### config.mk
export PLATFORM = sky130hd
export DESIGN_NAME = iosc_ctrl
export DESIGN_NICKNAME = d
export VERILOG_FILES = /design/src/hdl/iosc_pkg.sv /design/src/hdl/iosc_ctrl.sv
export VERILOG_INCLUDE_DIRS = /design/src /design/src/hdl
export SDC_FILE = /design/constraint.sdc
export NUM_CORES = 1
export LEC_CHECK = 0
export ABC_AREA = 1
export BUFFER_PORTS_ARGS = -buffer_cell sky130_fd_sc_hd__buf_2
export CAP_MARGIN = 20
export CORE_MARGIN = 2
export CORE_UTILIZATION = 35
export DETAILED_ROUTE_END_ITERATION = 6
export SETUP_SLACK_MARGIN = 0.15
export SLEW_MARGIN = 5
export SYNTH_ARGS = -nofsm -noshare
export SYNTH_HDL_FRONTEND = slang
export SYNTH_SLANG_ARGS = --single-unit
### constraint.sdc
create_clock -name clk -period 1.8 [get_ports clk]
set_clock_uncertainty 0.05 [all_clocks]
set_input_delay 0.27 -clock clk [delete_from_list [all_inputs] [get_ports clk]]
set_output_delay 0.27 -clock clk [all_outputs]
set_load 0.01 [all_outputs]
### src/hdl/iosc_map.svh
`ifndef IOSC_MAP_SVH
`define IOSC_MAP_SVH
// ----------------------------------------
// register addresses and reset values
// ----------------------------------------
`define IOSC_HF_CTRL_ADDR 8'hB2
`define IOSC_LF_CTRL_ADDR 8'hE3
`define IOSC_HF_CTRL_RST 8'hC0
`define IOSC_LF_TUNE_RST 4'h8
// ----------------------------------------
// field positions
// ----------------------------------------
`define IOSC_EN_BIT 7
`define IOSC_RDY_BIT 6
`define IOSC_TUNE_HI 5
`define IOSC_TUNE_LO 2
`define IOSC_DIV_HI 1
`define IOSC_DIV_LO 0
// ----------------------------------------
// timing: lf nominal 80 kHz from 100 MHz core clock
// ----------------------------------------
`define IOSC_CLK_MHZ 100
`define IOSC_LF_KHZ 80
`define IOSC_LF_HALF ((`IOSC_CLK_MHZ * 1000) / (2 * `IOSC_LF_KHZ))
`define IOSC_TUNE_STEP 16
`define IOSC_HF_SETTLE 8'h20
`define IOSC_LF_SETTLE 8'h04
`define IOSC_CNT_W 12
`endif

### src/hdl/iosc_pkg.sv
`default_nettype none
package iosc_pkg;
   typedef struct packed {
      logic wr;
      logic rd;
      logic [7:0] addr;
      logic [7:0] wdata;
   } iosc_sfr_req_s;
   typedef struct packed {
      logic capture;
      logic [15:0] value;
   } iosc_cap_s;
   typedef enum logic [2:0] {
      IOSC_OFF = 3'h1,
      IOSC_SETTLE = 3'h2,
      IOSC_RUN = 3'h4
   } iosc_state_e;
endpackage
`default_nettype wire

### src/hdl/iosc_ctrl.sv
// Contract
// - hf divide code 00 gives core clock hf/8, 01 hf/4, 10 hf/2, 11 hf/1.
// - hf control register reads 11000000 after reset.
// - after any reset the hf oscillator is the core clock source.
// - lf output passes a divider selecting 1, 2, 4 or 8.
// - lf control bits 5:2 fine-tune the lf oscillator frequency.
// - in lf capture mode timer 2 captures on lf falling and timer 3 on rising edges.
// - each capture copies the 16-bit running timer count into its reload pair.
// - lf oscillator runs at a nominal 80 kHz before division and tuning.
`timescale 1ns/1ps
`default_nettype none
`include "iosc_map.svh"
module iosc_ctrl
(
   input wire logic clk,
   input wire logic rst_b,
   input wire iosc_pkg::iosc_sfr_req_s sfr_req,
   output logic [7:0] sfr_rdata,
   input wire logic hf_osc_clk,
   output logic core_clock_en,
   output logic lf_clk_out,
   input wire logic t2_lf_capture_mode,
   input wire logic t3_lf_capture_mode,
   input wire logic [15:0] t2_count,
   input wire logic [15:0] t3_count,
   output iosc_pkg::iosc_cap_s t2_reload,
   output iosc_pkg::iosc_cap_s t3_reload
);
   import iosc_pkg::*;

   // ----------------------------------------
   // control registers
   // ----------------------------------------
   logic hf_osc_enable_q;
   logic [1:0] hf_core_clock_divide_select_q;
   logic lf_osc_enable_q;
   logic [3:0] lf_fine_tune_q;
   logic [1:0] lf_divide_select_q;
   logic hf_freq_ready;
   logic lf_osc_stable;
   logic hf_wr;
   logic lf_wr;

   assign hf_wr = sfr_req.wr && (sfr_req.addr == `IOSC_HF_CTRL_ADDR);
   assign lf_wr = sfr_req.wr && (sfr_req.addr == `IOSC_LF_CTRL_ADDR);

   // hf control: enabled and divide-by-8 from reset, so hf is the clock source
   always_ff @(posedge clk or negedge rst_b)
   begin
      if (!rst_b)
      begin
         hf_osc_enable_q <= 1'(`IOSC_HF_CTRL_RST >> `IOSC_EN_BIT);
         hf_core_clock_divide_select_q <= 2'h0;
      end
      else if (hf_wr)
      begin
         hf_osc_enable_q <= sfr_req.wdata[`IOSC_EN_BIT];
         hf_core_clock_divide_select_q <= sfr_req.wdata[`IOSC_DIV_HI:`IOSC_DIV_LO];
      end
   end

   // lf control: tune resets mid-scale as a neutral factory stand-in
   always_ff @(posedge clk or negedge rst_b)
   begin
      if (!rst_b)
      begin
         lf_osc_enable_q <= 1'b0;
         lf_fine_tune_q <= `IOSC_LF_TUNE_RST;
         lf_divide_select_q <= 2'h0;
      end
      else if (lf_wr)
      begin
         lf_osc_enable_q <= sfr_req.wdata[`IOSC_EN_BIT];
         lf_fine_tune_q <= sfr_req.wdata[`IOSC_TUNE_HI:`IOSC_TUNE_LO];
         lf_divide_select_q <= sfr_req.wdata[`IOSC_DIV_HI:`IOSC_DIV_LO];
      end
   end

   // ----------------------------------------
   // readback
   // ----------------------------------------
   // read data registered; ready bits are read-only, unused hf bits read zero
   always_ff @(posedge clk or negedge rst_b)
   begin
      if (!rst_b)
         sfr_rdata <= 8'h00;
      else if (sfr_req.rd && sfr_req.addr == `IOSC_HF_CTRL_ADDR)
         sfr_rdata <= {hf_osc_enable_q, hf_freq_ready, 4'h0,
                       hf_core_clock_divide_select_q};
      else if (sfr_req.rd && sfr_req.addr == `IOSC_LF_CTRL_ADDR)
         sfr_rdata <= {lf_osc_enable_q, lf_osc_stable, lf_fine_tune_q, lf_divide_select_q};
      else
         sfr_rdata <= 8'h00;
   end

   // ----------------------------------------
   // stability tracking per oscillator
   // ----------------------------------------
   iosc_state_e hf_st_q;
   iosc_state_e lf_st_q;
   logic [7:0] hf_set_q;
   logic [7:0] lf_set_q;

   // hf resets straight to run, since it must be ready out of reset
   always_ff @(posedge clk or negedge rst_b)
   begin
      if (!rst_b)
      begin
         hf_st_q <= IOSC_RUN;
         hf_set_q <= 8'h00;
      end
      else
         case (hf_st_q)
            IOSC_OFF:
            begin
               hf_set_q <= 8'h00;
               if (hf_osc_enable_q)
                  hf_st_q <= IOSC_SETTLE;
            end
            IOSC_SETTLE:
            begin
               hf_set_q <= hf_set_q + 8'h01;
               if (!hf_osc_enable_q)
                  hf_st_q <= IOSC_OFF;
               else if (hf_set_q == `IOSC_HF_SETTLE)
                  hf_st_q <= IOSC_RUN;
            end
            IOSC_RUN:
               if (!hf_osc_enable_q)
                  hf_st_q <= IOSC_OFF;
            default:
               hf_st_q <= IOSC_OFF;
         endcase
   end
   assign hf_freq_ready = (hf_st_q == IOSC_RUN);

   // lf settles for a few of its own half periods; a retune once stable restarts settling
   logic lf_tick;
   always_ff @(posedge clk or negedge rst_b)
   begin
      if (!rst_b)
      begin
         lf_st_q <= IOSC_OFF;
         lf_set_q <= 8'h00;
      end
      else
         case (lf_st_q)
            IOSC_OFF:
            begin
               lf_set_q <= 8'h00;
               if (lf_osc_enable_q)
                  lf_st_q <= IOSC_SETTLE;
            end
            IOSC_SETTLE:
            begin
               if (lf_tick)
                  lf_set_q <= lf_set_q + 8'h01;
               if (!lf_osc_enable_q)
                  lf_st_q <= IOSC_OFF;
               else if (lf_set_q == `IOSC_LF_SETTLE)
                  lf_st_q <= IOSC_RUN;
            end
            IOSC_RUN:
               if (!lf_osc_enable_q)
                  lf_st_q <= IOSC_OFF;
               else if (lf_wr)
               begin
                  lf_set_q <= 8'h00;
                  lf_st_q <= IOSC_SETTLE;
               end
            default:
               lf_st_q <= IOSC_OFF;
         endcase
   end
   assign lf_osc_stable = (lf_st_q == IOSC_RUN);

   // ----------------------------------------
   // hf post-divider
   // ----------------------------------------
   // hf source is a pin from another domain: two flops before use
   logic hf_s1_q;
   logic hf_s2_q;
   logic hf_s3_q;
   logic [2:0] hf_div_q;
   logic hf_rise;
   logic [2:0] hf_mask;
   always_ff @(posedge clk or negedge rst_b)
   begin
      if (!rst_b)
      begin
         hf_s1_q <= 1'b0;
         hf_s2_q <= 1'b0;
         hf_s3_q <= 1'b0;
      end
      else
      begin
         hf_s1_q <= hf_osc_clk;
         hf_s2_q <= hf_s1_q;
         hf_s3_q <= hf_s2_q;
      end
   end
   assign hf_rise = hf_s2_q && !hf_s3_q && hf_osc_enable_q;

   // mask picks how many hf edges make one core clock enable
   always_comb
   begin
      case (hf_core_clock_divide_select_q)
         2'h0: hf_mask = 3'h7;
         2'h1: hf_mask = 3'h3;
         2'h2: hf_mask = 3'h1;
         default: hf_mask = 3'h0;
      endcase
   end

   always_ff @(posedge clk or negedge rst_b)
   begin
      if (!rst_b)
      begin
         hf_div_q <= 3'h0;
         core_clock_en <= 1'b0;
      end
      else
      begin
         if (hf_rise)
            hf_div_q <= hf_div_q + 3'h1;
         core_clock_en <= hf_rise && ((hf_div_q & hf_mask) == 3'h0);
      end
   end

   // ----------------------------------------
   // lf oscillator model and divider
   // ----------------------------------------
   // tune 0000 fastest, 1111 slowest; step is a coarse digital stand-in for trim
   logic [`IOSC_CNT_W-1:0] lf_cnt_q;
   logic [`IOSC_CNT_W-1:0] lf_half;
   logic lf_raw_q;
   logic [2:0] lf_div_q;
   assign lf_half = `IOSC_CNT_W'(`IOSC_LF_HALF - 8 * `IOSC_TUNE_STEP)
                  + `IOSC_CNT_W'(lf_fine_tune_q) * `IOSC_CNT_W'(`IOSC_TUNE_STEP);
   assign lf_tick = lf_osc_enable_q && (lf_cnt_q >= lf_half - `IOSC_CNT_W'(1));

   always_ff @(posedge clk or negedge rst_b)
   begin
      if (!rst_b)
      begin
         lf_cnt_q <= '0;
         lf_raw_q <= 1'b0;
         lf_div_q <= 3'h0;
      end
      else if (!lf_osc_enable_q)
      begin
         lf_cnt_q <= '0;
         lf_raw_q <= 1'b0;
         lf_div_q <= 3'h0;
      end
      else if (lf_tick)
      begin
         lf_cnt_q <= '0;
         lf_raw_q <= !lf_raw_q;
         if (lf_raw_q)
            lf_div_q <= lf_div_q + 3'h1;
      end
      else
         lf_cnt_q <= lf_cnt_q + `IOSC_CNT_W'(1);
   end

   // divided output registered so capture edges see no glitches
   always_ff @(posedge clk or negedge rst_b)
   begin
      if (!rst_b)
         lf_clk_out <= 1'b0;
      else
         case (lf_divide_select_q)
            2'h0: lf_clk_out <= lf_raw_q;
            2'h1: lf_clk_out <= lf_div_q[0];
            2'h2: lf_clk_out <= lf_div_q[1];
            default: lf_clk_out <= lf_div_q[2];
         endcase
   end

   // ----------------------------------------
   // timer capture of lf edges
   // ----------------------------------------
   // software takes the difference of successive captures to retune
   logic lf_prev_q;
   always_ff @(posedge clk or negedge rst_b)
   begin
      if (!rst_b)
      begin
         lf_prev_q <= 1'b0;
         t2_reload <= '0;
         t3_reload <= '0;
      end
      else
      begin
         lf_prev_q <= lf_clk_out;
         t2_reload.capture <= 1'b0;
         t3_reload.capture <= 1'b0;
         if (t2_lf_capture_mode && lf_prev_q && !lf_clk_out)
         begin
            t2_reload.capture <= 1'b1;
            t2_reload.value <= t2_count;
         end
         if (t3_lf_capture_mode && !lf_prev_q && lf_clk_out)
         begin
            t3_reload.capture <= 1'b1;
            t3_reload.value <= t3_count;
         end
      end
   end
endmodule
`default_nettype wire

==> results.md <==
- Die Wd: between 100 and 150 um
- Site row count: between 40 and 50
- Syn Std Cell Area: 0.00469 mm2
- Pins Over Slew Limit: 0
- Syn_area_per_cell: 8.60 um2
- Post-synthesis compound-gate area fraction: under 10%
- Total power draw: 7.50 mW
- Final Setup Violations: 23
- Hpwl dp: 7.59 mm
- Vias per cell: around 4.6
- Initial Util: 35.7%
- Psw: 2.62 mW
- Startpoint types: flop
- Commonest cells after routing, fill and taps aside: nand2_1, buf_2, dfrtp_1
- Worst-path fanout max: 6
- Crit. End Element: flop
- Req. time, crit path: about 2 ns
- I/O pin count: 99
- Min Tclk post-route: 1.99 ns
- Initial antenna violation count: 0
- Vias in the first global route: 3848
- Cells after DPL: 830
- Gr usage total: 15.4%
- NumNets Final: 744
- Largest family of logic cells by synthesized area: simple AND/OR/NAND/NOR gates
- Die Ht: 120 um
- Switching Fraction: 34.9%
- Fmax: 0.503 GHz
- P&R area growth vs syn: 31.3%
- Yosys cell types: between 40 and 50
- Initial drt markers: 253
- Max Cap Viol: 0
- Synth Area in Simple Gates: 28.9%
- Synth Area in XOR/XNOR: 1.87%
- Final hold vios: 0
- Setup WS post-layout: -0.189 ns
- First-pass GRT wire length: 17.8 mm
- Worst Path Arrival: 2.21 ns
- Int Pwr: 4.88 mW
- Syn Inst Count: 545
- Post-placement setup slack: -0.215 ns
- Final period utilization: 111%
- Most common cell after layout, fill and taps aside: nand2_1
- CTS tree: done
- Pwr dens: 1220 mW/mm2
- Post-synth top area share: 50.7%
- DR pass1 iterations: 4
- #FFs+latches synth: between 90 and 100
- Combinational share of power: between 20% and 30%
- Grt total ovfl: 0
- Layout cells sized above 1: a little under a third
- Status: finished, violations left
- Setup CP Type: flop to flop
- RSZ-0062 raised after global routing: yes
- Clock tree sinks: between 90 and 100
- I/O Buffers: 97
- # DRC: 0
- Die ar.: 0.0143 mm2
- Via count: 3953
- DRT Wirelength: 10.6 mm
- Post-synthesis mux area share: 0.481%
- Bufs on Longest Clock Path: 2
- Ant. Diodes: 0
- Largest net degree at the start of global routing: 32
- Clk root buf: clkbuf_16
- Area leader, netlist: dfrtp_1
- Top post-synthesis cells by area: dfrtp_1, nand2_1, inv_1, ha_1, nand3_1
- Register area share after synthesis: 53.0%
- Average wire per standard cell: 12.3 um
- Clk_lat worst skew: approximately 0.34 ns
- Total CTS buffers: 9
- Clock transition at path regs: 0.07 ns
- Sequential Power Share: 42.2%
- Area of the core: around 0.013 mm2
- Antenna Nets Post-Route: 0
- H-tree depth: 3
- Total leakage power: between 3 and 4 nW
- VDD IR max: 0.551 mV
- Synth Area in Adders: 4.01%
- Failing checks: setup timing
- Clock Power Share: 27.9%
- Syn_nets: 615
- Min-Delay Path Class: input port to flop
- Routability congestion estimate: 0.786
- Yosys warns: 0
- Final std cells w/o fill: 855
-- cell type report --
type	count	area, um2
Clock buffer	9	225
Clock inverter	7	100
Fill cell	1271	6980
Inverter	69	262
Multi-Input combinational cell	370	2100
Sequential cell	99	2480
Tap cell	176	220
Timing Repair Buffer	125	762
-- critical path, cell delays in order, from the launching register on --
cell,delay (ns)
dfrtp_1,0.37
inv_2,0.07
ha_4,0.17
xnor2_2,0.13
ha_1,0.33
nand2_4,0.09
inv_2,0.03
nand2_2,0.06
nand2_2,0.06
nand2_4,0.10
nand4_4,0.15
buf_12,0.20
nor3_4,0.10
-- cells by family (layout without fill, tap and decap cells) --
group                      count (synthesis)  after routing
other                                      1              1
xor gates and xnor gates                  10             10
muxes                                      2              2
buffers and inverters                     77            210
adders and majority gates                 15             15
DFF                                       99             99
and+or+nand+nor                          301            302
AOI/OAI and AO/OA                         40             40
-- per-stage QoR --
stage / hold WS (ns) / setup TNS, ns / util [%] / area (um2)
after floorplan: -0.0756 / -0.0483 / - / 4720
after global placement: 0.180 / -2.57 / 42.4 / 5570
after detailed placement: 0.182 / -3.48 / 42.4 / 5570
after CTS: 0.0671 / -4.01 / 46.6 / 6120
after global routing: 0.0711 / -6.09 / 46.8 / 6150
final: 0.0697 / -3.74 / 46.8 / 6150
-- power by group through the flow --
stage / Combinational [mW] / Clock, mW / Sequential, mW
finish: 2.24 / 2.09 / 3.17
detailed placement: 2.21 / 0 / 3.19
floorplan: 1.21 / 0 / 3.33
global route: 2.55 / 2.24 / 3.23
CTS: 2.26 / 2.14 / 3.16
global placement: 2.13 / 0 / 3.17
-- sequential cells by signal, indices dropped and copies added (netlist names) --
signal / count
lf_div_q: 3
hf_st_q: 3
lf_prev_q: 1
lf_divide_select_q: 2
hf_div_q: 3
hf_s1_q: 1
hf_osc_enable_q: 1
lf_st_q: 3
hf_set_q: 8
hf_s2_q: 1
sfr_rdata: 8
lf_clk_out: 1
lf_fine_tune_q: 4
t2_reload: 17
lf_set_q: 8
lf_osc_enable_q: 1
t3_reload: 17
core_clock_en: 1
lf_raw_q: 1
hf_s3_q: 1
hf_core_clock_divide_select_q: 2
lf_cnt_q: 12
-- worst paths after layout --
kind / startpoint / end / slack (ns) / cells after the start
max in group asynchronous: rst_b / hf_osc_enable_q / 0.75 / 3
min: t3_count[4] / t3_reload[4] / 0.07 / 3
max: lf_fine_tune_q[0] / lf_cnt_q[6] / -0.19 / 12
max reg2reg: lf_fine_tune_q[0] / lf_cnt_q[6] / -0.19 / 12
min reg2reg: hf_s1_q / hf_s2_q / 0.33 / 0
min in group asynchronous: rst_b / t2_reload[9] / 0.35 / 2
-- per-layer routing --
layer | wire length [um] | track usage, % | vias to the layer above
li1 | - | - | 1982
met2 | 5310 | 26.3 | 66
met5 | 0 | 0 | -
met3 | 317 | 2.00 | 13
met4 | 160 | 6.03 | 0
met1 | 4770 | 20.0 | 1892
-- repair_timing --
action | CTS | global route
pin swaps | 9 | 7
setup endpoints to repair | 23 | 23
setup buffers | 5 | 0
cloned | 2 | 0
hold endpoints to repair | 28 | 0
hold buffers | 2 | 0
resized for setup | 27 | 10
-- cells in the mapped netlist, drive strengths merged --
cell,number
dfstp,4
clkinv,1
nand3,39
nor4,1
nand2,191
clkbuf,1
nor2,45
a21oi,16
nor3b,3
xnor2,4
a211o,1
nand4,11
a31oi,1
mux2,2
a22oi,1
conb,1
o21ai,17
ha,15
nor3,11
o22ai,2
o31ai,1
o21bai,1
buf,7
xor2,6
inv,68
dfrtp,95
No activity file was read; power rests on OpenSTA's default activity.
